--- src/gre_pkg.sv ---
// Purpose: shared constants and carriers of the receive descriptor engine
// Assumes: 32-bit classic Wishbone register bus, 32-bit descriptor DMA port
// Notes: descriptors are 16 bytes, four little-endian words
package gre_pkg;
	// ==========================================================
	// Register map (byte offsets)
	localparam logic [7:0] REG_CTRL = 8'h00;
	localparam logic [7:0] REG_RING_LO = 8'h04;
	localparam logic [7:0] REG_RING_HI = 8'h08;
	localparam logic [7:0] REG_INT_STAT = 8'h0C;
	localparam logic [7:0] REG_INT_MASK = 8'h10;
	localparam logic [7:0] REG_RING_POS = 8'h14;
	localparam logic [7:0] REG_KICK = 8'h18;
	localparam int CTRL_EN = 0;
	localparam int CTRL_STRIP = 1;
	localparam int CTRL_SHORT = 2;
	localparam int CTRL_DISC = 3;
	localparam logic [3:0] CTRL_RST = 4'h0;
	localparam int INT_DONE = 0;
	localparam int INT_NODESC = 1;
	localparam int INT_DROP = 2;
	localparam int INT_ERR = 3;
	localparam int POS_WAIT = 31;
	// ==========================================================
	// Descriptor layout
	localparam logic [63:0] DESC_W1 = 64'h0000_0000_0000_0004;
	localparam logic [63:0] DESC_W2 = 64'h0000_0000_0000_0008;
	localparam logic [63:0] DESC_W3 = 64'h0000_0000_0000_000C;
	localparam int B_OWN = 31;
	localparam int B_EOR = 30;
	localparam int B_FS = 29;
	localparam int B_LS = 28;
	localparam int B_MCAST = 27;
	localparam int B_UCAST = 26;
	localparam int B_BCAST = 25;
	localparam int B_ZERO = 24;
	localparam int B_ONE = 23;
	localparam int B_OVS = 22;
	localparam int B_ERRS = 21;
	localparam int B_RUNT = 20;
	localparam int B_CRC = 19;
	localparam int B_TAG = 16;
	// ==========================================================
	// Frame parsing
	localparam logic [15:0] TPID = 16'h8100;
	localparam logic [15:0] ETYPE_IP = 16'h0800;
	localparam logic [7:0] PROTO_TCP = 8'h06;
	localparam logic [7:0] PROTO_UDP = 8'h11;
	localparam logic [15:0] IDX_TPID = 16'h000C;
	localparam logic [15:0] L3_PLAIN = 16'h000E;
	localparam logic [15:0] L3_TAGGED = 16'h0012;
	localparam logic [15:0] MIN_FRAME = 16'h0040;
	localparam logic [15:0] MAX_FRAME = 16'h2000;
	localparam logic [15:0] CSUM_GOOD = 16'hFFFF;
	// ==========================================================
	// Carriers
	typedef struct packed {
		logic crc_err;
		logic align_err;
		logic mcast;
		logic ucast;
		logic bcast;
	} gre_rx_info_s;
	typedef struct packed {
		logic we;
		logic [63:0] addr;
		logic [31:0] wdata;
		logic [3:0] sel;
	} gre_mem_cmd_s;
	typedef enum logic [9:0] {
		S_IDLE = 10'h001,
		S_RD0 = 10'h002,
		S_RD2 = 10'h004,
		S_RD3 = 10'h008,
		S_WAIT_OWN = 10'h010,
		S_RECV = 10'h020,
		S_WRITE = 10'h040,
		S_FLUSH = 10'h080,
		S_WR1 = 10'h100,
		S_WR0 = 10'h200
	} gre_state_e;
endpackage

--- src/gre_csum_acc.sv ---
// Purpose: ones-complement 16-bit sum accumulator
// Assumes: one word per cycle at most
// Notes: clear has priority over add
`timescale 1ns/1ps
`default_nettype none
module gre_csum_acc (
	input wire logic core_clk, // System clock
	input wire logic rst_sync_n, // Synchronised reset, active low
	input wire logic clear, // Restart the sum
	input wire logic add, // Add word this cycle
	input wire logic [15:0] word, // Word to add
	output logic [15:0] sum // Running sum
);
	logic [16:0] wide;
	logic [15:0] next_sum;

	// ==========================================================
	// End-around carry keeps the sum in ones-complement form
	always_comb begin
		wide = {1'b0, sum} + {1'b0, word};
		next_sum = sum;
		if (clear) begin
			next_sum = 16'h0000;
		end else if (add) begin
			next_sum = wide[15:0] + {15'h0000, wide[16]};
		end
	end

	always_ff @(posedge core_clk or negedge rst_sync_n) begin
		if (!rst_sync_n) begin
			sum <= 16'h0000;
		end else begin
			sum <= next_sum;
		end
	end
endmodule // gre_csum_acc
`default_nettype wire

--- src/gre_rx_desc_engine.sv ---
// Purpose: receive descriptor ring engine, frame store and status writer
// Assumes: MAC stream without FCS, end status valid with rx_eof
// Notes: descriptor and buffer traffic share one word DMA port
`timescale 1ns/1ps
`default_nettype none
// What this block does
// - strip four tag bytes when enabled
// - verify IP, TCP, UDP sums; may discard
// - fill only descriptors with bit 31 set
// - end-of-ring bit wraps pointer to start
// - tag 0x8100 sets bit 16, value 15:0
// - tag holds ID halves, priority, CFI
// - report multicast, unicast match, broadcast class
// - status bit 24 zero, bit 23 one
// - flag frames longer than 8192 bytes
// - error summary on last segment only
// - flag runts; keep them only when allowed
// - flag frame check sequence errors
module gre_rx_desc_engine (
	input wire logic core_clk, // System clock
	input wire logic rst_n, // Reset, active low, async
	input wire logic wb_cyc_i, // Bus cycle
	input wire logic wb_stb_i, // Bus strobe
	input wire logic wb_we_i, // Bus write
	input wire logic [7:0] wb_adr_i, // Byte address
	input wire logic [31:0] wb_dat_i, // Write data
	input wire logic [3:0] wb_sel_i, // Byte lanes
	output logic [31:0] wb_dat_o, // Read data
	output logic wb_ack_o, // Bus acknowledge
	output logic irq, // Level interrupt
	input wire logic rx_valid, // Frame byte valid
	input wire logic [7:0] rx_data, // Frame byte
	input wire logic rx_sof, // First byte of frame
	input wire logic rx_eof, // Last byte of frame
	input wire gre_pkg::gre_rx_info_s rx_info, // End status at rx_eof
	output logic rx_ready, // Byte accepted when high
	output logic mem_req, // DMA request, held to ack
	output gre_pkg::gre_mem_cmd_s mem_cmd, // DMA command
	input wire logic mem_ack, // DMA done
	input wire logic [31:0] mem_rdata // DMA read data
);
	logic rst_meta_n, rst_sync_n;
	logic [3:0] ctrl, next_ctrl, int_stat, next_int_stat, int_mask, next_int_mask;
	logic [63:0] ring_base, next_ring_base;
	logic [31:0] next_dat;
	logic next_ack, next_irq, wb_hit, wb_wr, kick, ring_reset;
	gre_pkg::gre_state_e state, next_state;
	logic [9:0] ring_idx, next_ring_idx;
	logic [13:0] buf_size, next_buf_size, seg_bytes, next_seg_bytes;
	logic [63:0] buf_addr, next_buf_addr, desc_addr;
	logic [31:0] wbuf, next_wbuf, status_w0;
	logic [2:0] wlanes, next_wlanes;
	logic [11:0] word_off, next_word_off;
	logic [7:0] held, next_held, csum_hi, next_csum_hi, proto, next_proto;
	logic [15:0] rx_cnt, next_rx_cnt, tci, next_tci, etype, next_etype;
	logic [15:0] tot, next_tot, held_idx, l3, rel, hlen;
	logic [3:0] ihl, next_ihl;
	logic eor_flag, next_eor_flag, first_pend, next_first_pend, close_last, next_close_last;
	logic held_v, next_held_v, tag_seen, next_tag_seen, eof_seen, next_eof_seen;
	logic is_ip, next_is_ip, udp_nz, next_udp_nz, next_rx_ready, next_mem_req;
	gre_pkg::gre_rx_info_s info, next_info;
	gre_pkg::gre_mem_cmd_s next_cmd;
	logic acc, drop_held, static_drop, full, ip_on, frame_rst, seg_rst;
	logic runt, ovs, errs, csum_bad, drop_cond, ev_done, ev_nodesc, ev_drop, ev_err;
	logic ip_add, l4_add;
	logic [15:0] ip_word, l4_word, ip_sum, l4_sum;
	logic [3:0] sel_mask, ev_vec, w1c;

	// ==========================================================
	// Reset release through two flops
	always_ff @(posedge core_clk or negedge rst_n) begin
		if (!rst_n) begin
			rst_meta_n <= 1'b0;
			rst_sync_n <= 1'b0;
		end else begin
			rst_meta_n <= 1'b1;
			rst_sync_n <= rst_meta_n;
		end
	end

	// ==========================================================
	// Register bus: one wait state, unmapped reads give zero
	function automatic logic [31:0] merge(input logic [31:0] o, input logic [31:0] n,
		input logic [3:0] s);
		for (int i = 0; i < 4; i++) begin
			if (s[i]) begin
				o[8*i +: 8] = n[8*i +: 8];
			end
		end
		return o;
	endfunction

	always_comb begin
		wb_hit = wb_cyc_i && wb_stb_i && !wb_ack_o;
		wb_wr = wb_hit && wb_we_i;
		kick = wb_wr && (wb_adr_i == gre_pkg::REG_KICK);
		ring_reset = wb_wr && (wb_adr_i == gre_pkg::REG_RING_LO);
		next_ack = wb_hit;
		next_ctrl = ctrl;
		next_ring_base = ring_base;
		next_int_mask = int_mask;
		w1c = 4'h0;
		if (wb_wr && wb_sel_i[0]) begin
			if (wb_adr_i == gre_pkg::REG_CTRL) next_ctrl = wb_dat_i[3:0];
			if (wb_adr_i == gre_pkg::REG_INT_MASK) next_int_mask = wb_dat_i[3:0];
			if (wb_adr_i == gre_pkg::REG_INT_STAT) w1c = wb_dat_i[3:0];
		end
		if (wb_wr && wb_adr_i == gre_pkg::REG_RING_LO) begin
			next_ring_base[31:0] = merge(ring_base[31:0], wb_dat_i, wb_sel_i);
		end
		if (wb_wr && wb_adr_i == gre_pkg::REG_RING_HI) begin
			next_ring_base[63:32] = merge(ring_base[63:32], wb_dat_i, wb_sel_i);
		end
		// A new event wins over a clear in the same cycle
		ev_vec = {ev_err, ev_drop, ev_nodesc, ev_done};
		next_int_stat = (int_stat & ~w1c) | ev_vec;
		next_irq = |(next_int_stat & next_int_mask);
		next_dat = wb_dat_o;
		if (wb_hit && !wb_we_i) begin
			unique case (wb_adr_i)
				gre_pkg::REG_CTRL: next_dat = {28'h0, ctrl};
				gre_pkg::REG_RING_LO: next_dat = ring_base[31:0];
				gre_pkg::REG_RING_HI: next_dat = ring_base[63:32];
				gre_pkg::REG_INT_STAT: next_dat = {28'h0, int_stat};
				gre_pkg::REG_INT_MASK: next_dat = {28'h0, int_mask};
				gre_pkg::REG_RING_POS: next_dat = {(state == gre_pkg::S_WAIT_OWN), 21'h0, ring_idx};
				default: next_dat = 32'h0;
			endcase
		end
	end

	always_ff @(posedge core_clk or negedge rst_sync_n) begin
		if (!rst_sync_n) begin
			ctrl <= gre_pkg::CTRL_RST;
			ring_base <= 64'h0;
			int_stat <= 4'h0;
			int_mask <= 4'h0;
			wb_ack_o <= 1'b0;
			wb_dat_o <= 32'h0;
			irq <= 1'b0;
		end else begin
			ctrl <= next_ctrl;
			ring_base <= next_ring_base;
			int_stat <= next_int_stat;
			int_mask <= next_int_mask;
			wb_ack_o <= next_ack;
			wb_dat_o <= next_dat;
			irq <= next_irq;
		end
	end

	// ==========================================================
	// Checksum accumulators: IP header, and L4 with pseudo header
	gre_csum_acc u_ip_sum (.core_clk(core_clk), .rst_sync_n(rst_sync_n), .clear(frame_rst),
		.add(ip_add), .word(ip_word), .sum(ip_sum));
	gre_csum_acc u_l4_sum (.core_clk(core_clk), .rst_sync_n(rst_sync_n), .clear(frame_rst),
		.add(l4_add), .word(l4_word), .sum(l4_sum));

	// ==========================================================
	// Frame status terms, valid once the frame has ended
	always_comb begin
		desc_addr = ring_base + {50'h0, ring_idx, 4'h0};
		held_idx = rx_cnt - 16'h0001;
		static_drop = ctrl[gre_pkg::CTRL_STRIP] && tag_seen && held_idx >= 16'h000D
			&& held_idx <= 16'h000F;
		full = (seg_bytes == buf_size);
		runt = rx_cnt < gre_pkg::MIN_FRAME;
		ovs = rx_cnt > gre_pkg::MAX_FRAME;
		errs = info.crc_err || runt || ovs || info.align_err;
		l3 = tag_seen ? gre_pkg::L3_TAGGED : gre_pkg::L3_PLAIN;
		csum_bad = is_ip && ihl >= 4'h5 && rx_cnt >= l3 + tot && (ip_sum != gre_pkg::CSUM_GOOD
			|| ((proto == gre_pkg::PROTO_TCP || (proto == gre_pkg::PROTO_UDP && udp_nz))
			&& l4_sum != gre_pkg::CSUM_GOOD));
		drop_cond = (csum_bad && ctrl[gre_pkg::CTRL_DISC]) || (runt && !ctrl[gre_pkg::CTRL_SHORT]);
		status_w0 = 32'h0;
		status_w0[gre_pkg::B_EOR] = eor_flag;
		status_w0[gre_pkg::B_FS] = first_pend;
		status_w0[gre_pkg::B_LS] = close_last;
		status_w0[gre_pkg::B_ONE] = 1'b1;
		status_w0[13:0] = seg_bytes;
		if (close_last) begin
			status_w0[gre_pkg::B_MCAST] = info.mcast;
			status_w0[gre_pkg::B_UCAST] = info.ucast;
			status_w0[gre_pkg::B_BCAST] = info.bcast && !info.mcast;
			status_w0[gre_pkg::B_OVS] = ovs;
			status_w0[gre_pkg::B_ERRS] = errs;
			status_w0[gre_pkg::B_RUNT] = runt;
			status_w0[gre_pkg::B_CRC] = info.crc_err;
		end
		unique case (wlanes)
			3'd1: sel_mask = 4'h1;
			3'd2: sel_mask = 4'h3;
			3'd3: sel_mask = 4'h7;
			default: sel_mask = 4'hF;
		endcase
	end

	// ==========================================================
	// Ring walker, byte packer and parser
	always_comb begin
		next_state = state;
		next_ring_idx = ring_idx;
		next_buf_size = buf_size;
		next_buf_addr = buf_addr;
		next_seg_bytes = seg_bytes;
		next_wbuf = wbuf;
		next_wlanes = wlanes;
		next_word_off = word_off;
		next_held = held;
		next_held_v = held_v;
		next_csum_hi = csum_hi;
		next_proto = proto;
		next_rx_cnt = rx_cnt;
		next_tci = tci;
		next_etype = etype;
		next_tot = tot;
		next_ihl = ihl;
		next_eor_flag = eor_flag;
		next_first_pend = first_pend;
		next_close_last = close_last;
		next_tag_seen = tag_seen;
		next_eof_seen = eof_seen;
		next_is_ip = is_ip;
		next_udp_nz = udp_nz;
		next_info = info;
		next_mem_req = mem_req;
		next_cmd = mem_cmd;
		{ev_done, ev_nodesc, ev_drop, ev_err} = 4'h0;
		{frame_rst, seg_rst, ip_add, l4_add} = 4'h0;
		ip_word = 16'h0;
		l4_word = 16'h0;
		acc = (state == gre_pkg::S_RECV) && rx_valid && rx_ready;
		drop_held = ctrl[gre_pkg::CTRL_STRIP] && held_idx == gre_pkg::IDX_TPID
			&& {held, rx_data} == gre_pkg::TPID;
		drop_held = drop_held || static_drop;
		ip_on = (rx_cnt == l3) ? (etype == gre_pkg::ETYPE_IP && rx_data[7:4] == 4'h4) : is_ip;
		hlen = (rx_cnt == l3) ? {10'h0, rx_data[3:0], 2'b00} : {10'h0, ihl, 2'b00};
		rel = rx_cnt - l3;
		unique case (state)
			gre_pkg::S_IDLE: begin
				if (ctrl[gre_pkg::CTRL_EN]) next_state = gre_pkg::S_RD0;
			end
			gre_pkg::S_RD0: begin
				if (!mem_req) begin
					next_mem_req = 1'b1;
					next_cmd = '{we: 1'b0, addr: desc_addr, wdata: 32'h0, sel: 4'hF};
				end else if (mem_ack) begin
					next_mem_req = 1'b0;
					if (mem_rdata[gre_pkg::B_OWN]) begin
						next_eor_flag = mem_rdata[gre_pkg::B_EOR];
						next_buf_size = mem_rdata[13:0];
						next_state = gre_pkg::S_RD2;
					end else begin
						ev_nodesc = 1'b1;
						next_state = gre_pkg::S_WAIT_OWN;
					end
				end
			end
			gre_pkg::S_RD2, gre_pkg::S_RD3: begin
				if (!mem_req) begin
					next_mem_req = 1'b1;
					next_cmd.addr = desc_addr + ((state == gre_pkg::S_RD2) ? gre_pkg::DESC_W2
						: gre_pkg::DESC_W3);
				end else if (mem_ack) begin
					next_mem_req = 1'b0;
					if (state == gre_pkg::S_RD2) begin
						next_buf_addr[31:0] = mem_rdata;
						next_state = gre_pkg::S_RD3;
					end else begin
						next_buf_addr[63:32] = mem_rdata;
						next_state = eof_seen ? gre_pkg::S_FLUSH : gre_pkg::S_RECV;
					end
				end
			end
			gre_pkg::S_WAIT_OWN: begin
				if (kick) next_state = gre_pkg::S_RD0;
			end
			gre_pkg::S_RECV: begin
				if (acc && (rx_cnt != 16'h0 || rx_sof)) begin
					if (held_v && !drop_held) begin
						next_wbuf[8*wlanes[1:0] +: 8] = held;
						next_wlanes = wlanes + 3'd1;
						next_seg_bytes = seg_bytes + 14'd1;
					end
					next_held = rx_data;
					next_held_v = 1'b1;
					if (rx_cnt != 16'hFFFF) next_rx_cnt = rx_cnt + 16'h0001;
					if (rx_cnt == gre_pkg::IDX_TPID + 16'h0001) begin
						next_tag_seen = ({held, rx_data} == gre_pkg::TPID);
					end
					if (tag_seen && rx_cnt == 16'h000E) next_tci[15:8] = rx_data;
					if (tag_seen && rx_cnt == 16'h000F) next_tci[7:0] = rx_data;
					if (rx_cnt == l3 - 16'h0002) next_etype[15:8] = rx_data;
					if (rx_cnt == l3 - 16'h0001) next_etype[7:0] = rx_data;
					if (!rx_cnt[0]) next_csum_hi = rx_data;
					if (rx_cnt == l3) begin
						next_is_ip = ip_on;
						next_ihl = rx_data[3:0];
					end
					if (ip_on && rx_cnt >= l3) begin
						if (rel < hlen) begin
							ip_add = rx_cnt[0] || rx_eof;
							ip_word = rx_cnt[0] ? {csum_hi, rx_data} : {rx_data, 8'h00};
							if (rel >= 16'h000C && rel <= 16'h0013) begin
								l4_add = ip_add;
								l4_word = ip_word;
							end
							if (rel == 16'h0009) begin
								next_proto = rx_data;
								l4_add = 1'b1;
								l4_word = {8'h00, rx_data};
							end
							if (rel == 16'h0002) next_tot[15:8] = rx_data;
							if (rel == 16'h0003) next_tot[7:0] = rx_data;
						end else if (rel < tot) begin
							l4_add = rx_cnt[0] || rx_eof || rel == hlen;
							l4_word = rx_cnt[0] ? {csum_hi, rx_data} : {rx_data, 8'h00};
							if (rel == hlen && !rx_eof) l4_word = tot - hlen;
							if ((rel == hlen + 16'h0006 || rel == hlen + 16'h0007) && rx_data != 8'h00) begin
								next_udp_nz = 1'b1;
							end
						end
					end
					if (rx_eof) begin
						next_eof_seen = 1'b1;
						next_info = rx_info;
					end
				end
				if (next_wlanes == 3'd4) next_state = gre_pkg::S_WRITE;
				else if (next_eof_seen) next_state = gre_pkg::S_FLUSH;
				else if (!acc && full && held_v && !static_drop) begin
					next_close_last = 1'b0;
					next_state = gre_pkg::S_WR0;
				end
			end
			gre_pkg::S_WRITE: begin
				if (!mem_req) begin
					next_mem_req = 1'b1;
					next_cmd = '{we: 1'b1, addr: buf_addr + {50'h0, word_off, 2'b00},
						wdata: wbuf, sel: sel_mask};
				end else if (mem_ack) begin
					next_mem_req = 1'b0;
					next_word_off = word_off + 12'd1;
					next_wlanes = 3'd0;
					next_wbuf = 32'h0;
					next_state = eof_seen ? gre_pkg::S_FLUSH : gre_pkg::S_RECV;
				end
			end
			gre_pkg::S_FLUSH: begin
				if (held_v && static_drop) begin
					next_held_v = 1'b0;
				end else if (held_v && full) begin
					next_close_last = 1'b0;
					next_state = gre_pkg::S_WR0;
				end else if (held_v) begin
					next_wbuf[8*wlanes[1:0] +: 8] = held;
					next_wlanes = wlanes + 3'd1;
					next_seg_bytes = seg_bytes + 14'd1;
					next_held_v = 1'b0;
					if (next_wlanes == 3'd4) next_state = gre_pkg::S_WRITE;
				end else if (wlanes != 3'd0) begin
					next_state = gre_pkg::S_WRITE;
				end else if (first_pend && drop_cond) begin
					ev_drop = 1'b1;
					frame_rst = 1'b1;
					seg_rst = 1'b1;
					next_state = gre_pkg::S_RECV;
				end else begin
					next_state = gre_pkg::S_WR1;
				end
			end
			gre_pkg::S_WR1: begin
				if (!mem_req) begin
					next_mem_req = 1'b1;
					next_cmd = '{we: 1'b1, addr: desc_addr + gre_pkg::DESC_W1,
						wdata: {15'h0, tag_seen, tci}, sel: 4'hF};
				end else if (mem_ack) begin
					next_mem_req = 1'b0;
					next_close_last = 1'b1;
					next_state = gre_pkg::S_WR0;
				end
			end
			gre_pkg::S_WR0: begin
				if (!mem_req) begin
					next_mem_req = 1'b1;
					next_cmd = '{we: 1'b1, addr: desc_addr, wdata: status_w0, sel: 4'hF};
				end else if (mem_ack) begin
					next_mem_req = 1'b0;
					next_ring_idx = eor_flag ? 10'h000 : ring_idx + 10'h001;
					seg_rst = 1'b1;
					next_first_pend = 1'b0;
					next_state = gre_pkg::S_RD0;
					if (close_last) begin
						ev_done = 1'b1;
						ev_err = errs || csum_bad;
						frame_rst = 1'b1;
						if (!ctrl[gre_pkg::CTRL_EN]) next_state = gre_pkg::S_IDLE;
					end
				end
			end
			default: next_state = gre_pkg::S_IDLE;
		endcase
		if (seg_rst) begin
			next_seg_bytes = 14'h0;
			next_word_off = 12'h0;
		end
		if (frame_rst) begin
			{next_rx_cnt, next_tci, next_etype, next_tot} = 64'h0;
			{next_held_v, next_tag_seen, next_eof_seen, next_is_ip, next_udp_nz} = 5'h0;
			next_first_pend = 1'b1;
			next_proto = 8'h00;
			next_ihl = 4'h0;
		end
		if (ring_reset) next_ring_idx = 10'h000;
		next_rx_ready = (next_state == gre_pkg::S_RECV) && !(next_seg_bytes == next_buf_size
			&& next_held_v);
	end

	always_ff @(posedge core_clk or negedge rst_sync_n) begin
		if (!rst_sync_n) begin
			state <= gre_pkg::S_IDLE;
			{ring_idx, buf_size, seg_bytes, word_off} <= 50'h0;
			{buf_addr, wbuf, wlanes} <= 99'h0;
			{held, csum_hi, proto, ihl} <= 28'h0;
			{rx_cnt, tci, etype, tot} <= 64'h0;
			{eor_flag, close_last, held_v, tag_seen, eof_seen, is_ip, udp_nz} <= 7'h0;
			first_pend <= 1'b1;
			info <= '0;
			rx_ready <= 1'b0;
			mem_req <= 1'b0;
			mem_cmd <= '0;
		end else begin
			state <= next_state;
			{ring_idx, buf_size, seg_bytes, word_off} <= {next_ring_idx, next_buf_size,
				next_seg_bytes, next_word_off};
			{buf_addr, wbuf, wlanes} <= {next_buf_addr, next_wbuf, next_wlanes};
			{held, csum_hi, proto, ihl} <= {next_held, next_csum_hi, next_proto, next_ihl};
			{rx_cnt, tci, etype, tot} <= {next_rx_cnt, next_tci, next_etype, next_tot};
			{eor_flag, close_last, held_v, tag_seen} <= {next_eor_flag, next_close_last,
				next_held_v, next_tag_seen};
			{eof_seen, is_ip, udp_nz} <= {next_eof_seen, next_is_ip, next_udp_nz};
			first_pend <= next_first_pend;
			info <= next_info;
			rx_ready <= next_rx_ready;
			mem_req <= next_mem_req;
			mem_cmd <= next_cmd;
		end
	end
endmodule // gre_rx_desc_engine
`default_nettype wire

--- config.mk ---
export PLATFORM = sky130hd
export DESIGN_NAME = gre_rx_desc_engine
export DESIGN_NICKNAME = d
export VERILOG_FILES = /design/src/gre_pkg.sv /design/src/gre_csum_acc.sv /design/src/gre_rx_desc_engine.sv
export SDC_FILE = /design/constraint.sdc
export NUM_CORES = 2
export LEC_CHECK = 0
export BUFFER_PORTS_ARGS = -buffer_cell sky130_fd_sc_hd__buf_2
export CAP_MARGIN = 20
export CELL_PAD_IN_SITES_DETAIL_PLACEMENT = 0
export CELL_PAD_IN_SITES_GLOBAL_PLACEMENT = 1
export CORE_MARGIN = 2
export CORE_UTILIZATION = 51
export DETAILED_ROUTE_END_ITERATION = 8
export PLACE_DENSITY_LB_ADDON = 0.1
export SLEW_MARGIN = 10
export SYNTH_ARGS = -nofsm -noshare
export SYNTH_HDL_FRONTEND = slang
export SYNTH_SLANG_ARGS = --single-unit
export TNS_END_PERCENT = 10
--- constraint.sdc ---
create_clock -name core_clk -period 29.1 [get_ports core_clk]
set_input_delay 2.91 -clock core_clk [delete_from_list [all_inputs] [get_ports core_clk]]
set_output_delay 2.91 -clock core_clk [all_outputs]
set_load 0.01 [all_outputs]
==> results by group <==
Timing
  • Final hold violation count: 0
  • Final TNS setup: 0 ps
  • Max Clock Freq: 0.1056 GHz
  • Min Tclk post-route: about 9500 ps
  • Worst clock skew: 23.00 ps
  • Max_slew headroom: 0.2866
  • Final Max Tran Viols: 0
  • Worst-Margin Slew: 1070 ps
  • Final worst-path cycle share: 0.3255
  • RSZ-0062 raised after global routing: no
  • Final setup fails: 0

Run
  • Max Cap Viol: 0

Yosys
  • Ys async rst share: 1.000
  • Synth area leaders: dfrtp_1 (39%), mux2_2 (6.1%), xnor2_1 (5.2%)
  • Synthesis-stage register bit count: 511
  • Count leader, synth: dfrtp_1
  • EDFF count, synth: 0
  • Main synth FF type: dfrtp_1
  • Sequential share of the synthesized area: 0.3936
  • Largest area contributor in the netlist: dfrtp_1
  • Mapped Cells: 3576
  • Syn Nets: 3806
  • Mapped Avg Cell Area: 9.086 sq um
  • Mapped Area: 0.03249 sq mm
  • Ys Warns: 0
  • Most common library cells after synthesis: dfrtp_1 (509), nand2_1 (423), o21ai_0 (275), nor2_1 (268), xnor2_1 (193)
  • Cell variety after synth: 93
  • Yosys top cell area share: 0.3920

Floorplan
  • Die area: 0.06574 sq mm
  • Site Rows: 92
  • Starting Density: 0.5151
  • Boundary pin count: between 200 and 250
  • Area of the core: 0.06308 sq mm
  • Chip Height: 256.4 um
  • DIE WIDTH: 256.4 um

Drt
  • Drt first pass iters: 8
  • Vias/cell: 6.169
  • Final wirelength: roughly 110 mm
  • Remaining DRCs: 0
  • Post-DRT Antenna Nets: 0
  • Drt wl/cell: 22.97 um
  • Initial DRC Count: 2664
  • Via Count: about 28k

Clocking
  • Post-CTS Setup Inserts: 0
  • # clock sinks: 511
  • Cts repair resizes: 0
  • CTS Hold Bufs: 0
  • Num CTS Buffers: between 50 and 60
  • CTS max path bufs: 3
  • Worst-Skew Late Latency: ~660 ps
  • H-tree depth: 2
  • Clock root cell: clkbuf_16
  • CTS tree: yes
  • Clk slew on worst S/H paths: around 60 ps

Outcome
  • Status: finished clean

Setup path
  • Worst path arrival time: 10010 ps
  • Worst path required time: ~30000 ps
  • Buf/Inv on CP: 1
  • Slowest cell on crit path: a2111oi_0
  • Critical path peak fanout: 14
  • Startpoint class of the critical path: input pin
  • Top delay family on crit path: compound AO/OA/AOI/OAI gates
  • Worst path most repeated cell: ha_1
  • Crit path kind: in -> reg
  • CP max stage delay: around 760 ps
  • Endpoint class of the critical path: flop

Layout
  • Layout area overhead: 11.76%
  • Share of cells above drive strength 1: 0.1605
  • Final #Nets: 3947

GRT
  • Total global-route track usage: 0.3180
  • Met2 Track Usage GR: 0.5415
  • Gr busiest metal: met2
  • Largest net degree at the start of global routing: 175
  • Initial antenna violation count: 8
  • Met1 Use GR: 0.4051
  • Number of global-route vias before repair: 27.95k
  • GR Util met3: 0.03420
  • Grt ovf: 0
  • First-pass GRT wire length: 164.6 mm

Power
  • Total Power: 1.758 mW
  • Pleak: ~16 nW
  • Power Density: 48.42 mW/mm^2
  • VDD IR max: 0.04585 mV

Min path
  • HP Class: reg -> reg

Place
  • RePlAce Congestion: 0.9895
  • Detail Placement HPWL: 79.43 mm
  • IO buf count: 234
cells by family after synthesis:
| logic type | share of synthesized area |
|---|---|
| AND/OR/NAND/NOR | 0.2006 |
| AO/OA/AOI/OAI | 0.1563 |
| flip-flops | 0.3936 |
| XOR/XNOR | 0.07925 |
| buffers and inverters | 0.03454 |
| multiplexers | 0.08283 |
| adder cells (fa/ha/maj) | 0.05268 |
| other | 0.0001154 |
stage by stage:
step                worst slack (ps)  cells  utilization  area (sq um)  hold WS [ps]
finish                         19630   4611       0.5757         36310         349.1
global route                   18810   4609       0.5756         36310         365.6
CTS                            19670   4604       0.5750         36270         351.1
detailed placement             19040   4499       0.5437         34300         337.8
global placement               19120   4498       0.5436         34290         340.3
floorplan                      13810   3576            -         32490         331.2
worst register-to-register path, delay by kind of cell, from the launching register on:
family / cells / cell delay [ps]
AOI/OAI and AO/OA: 12 / 2690
buffers and inverters: 1 / 300
adders and majority gates: 5 / 1400
muxes: 1 / 460
and+or+nand+nor: 14 / 3380
DFF: 1 / 550
xor gates and xnor gates: 1 / 80
area by class of cell:
| type | count | area (sq um) |
|---|---|---|
| Multi-Input combinational cell | 2779 | 18640 |
| Inverter | 92 | 345.3 |
| Clock buffer | 77 | 1602 |
| Clock inverter | 28 | 369.1 |
| Tap cell | 846 | 1059 |
| Sequential cell | 511 | 12790 |
| Timing Repair Buffer | 276 | 1504 |
| Antenna cell | 2 | 5.005 |
| Fill cell | 5687 | 26770 |
flip-flops by register name (all words and copies together), names as in the netlist, 5 cells and up:
register	cells
buf_size	14
etype	16
state	10
u_l4_sum.sum	16
ring_base	64
csum_hi	8
rx_cnt	16
wb_dat_o	32
info	5
u_ip_sum.sum	16
wbuf	32
word_off	12
mem_cmd	101
proto	8
tci	16
held	8
seg_bytes	14
tot	16
buf_addr	64
ring_idx	10
layer usage:
layer | vias up | part of all wire
li1 | 13250 | -
met1 | 14090 | 0.41
met2 | 875 | 0.49
met3 | 221 | 0.049
met4 | 4 | 0.051
met5 | - | 0.00025
cells in the final DEF (no fill, tap or decap), types with 37 or more instances in the layout:
master	synthesis	layout
a21oi_1	152	151
a22oi_1	42	42
nor2_1	268	267
nor3_1	86	86
mux2_2	175	175
nand2_1	423	423
dfrtp_1	509	508
ha_1	124	124
xnor2_1	193	193
buf_4	4	37
nand3_1	140	139
buf_2	13	234
inv_1	92	92
a21o_1	37	37
nand4_1	72	72
clkbuf_16	0	57
and3_1	57	56
xor2_1	101	101
o21ai_0	275	274
mux2i_1	63	63
path summary, 6_finish.rpt:
| check | from | to | slack, ps | cells after the start |
|---|---|---|---|---|
| setup / recovery | rx_data[1] | u_l4_sum.sum[14] | 19630 | 32 |
| min in group asynchronous | rst_sync_n | mem_cmd[19] | 470 | 0 |
| hold / removal | rst_meta_n | rst_sync_n | 350 | 0 |
| setup reg to reg | rx_cnt[8] | u_l4_sum.sum[14] | 20120 | 34 |
| max in group asynchronous | rst_sync_n | ring_base[28] | 25480 | 3 |
| hold reg to reg | rst_meta_n | rst_sync_n | 350 | 0 |
report_power, final:
group	total (mW)	internal, mW	leakage, nW	switching [mW]
registers	0.799	0.752	6.99	0.0469
logic	0.196	0.0770	8.51	0.119
clock network	0.763	0.449	0.980	0.315
No activity file was read; power rests on OpenSTA's default activity.
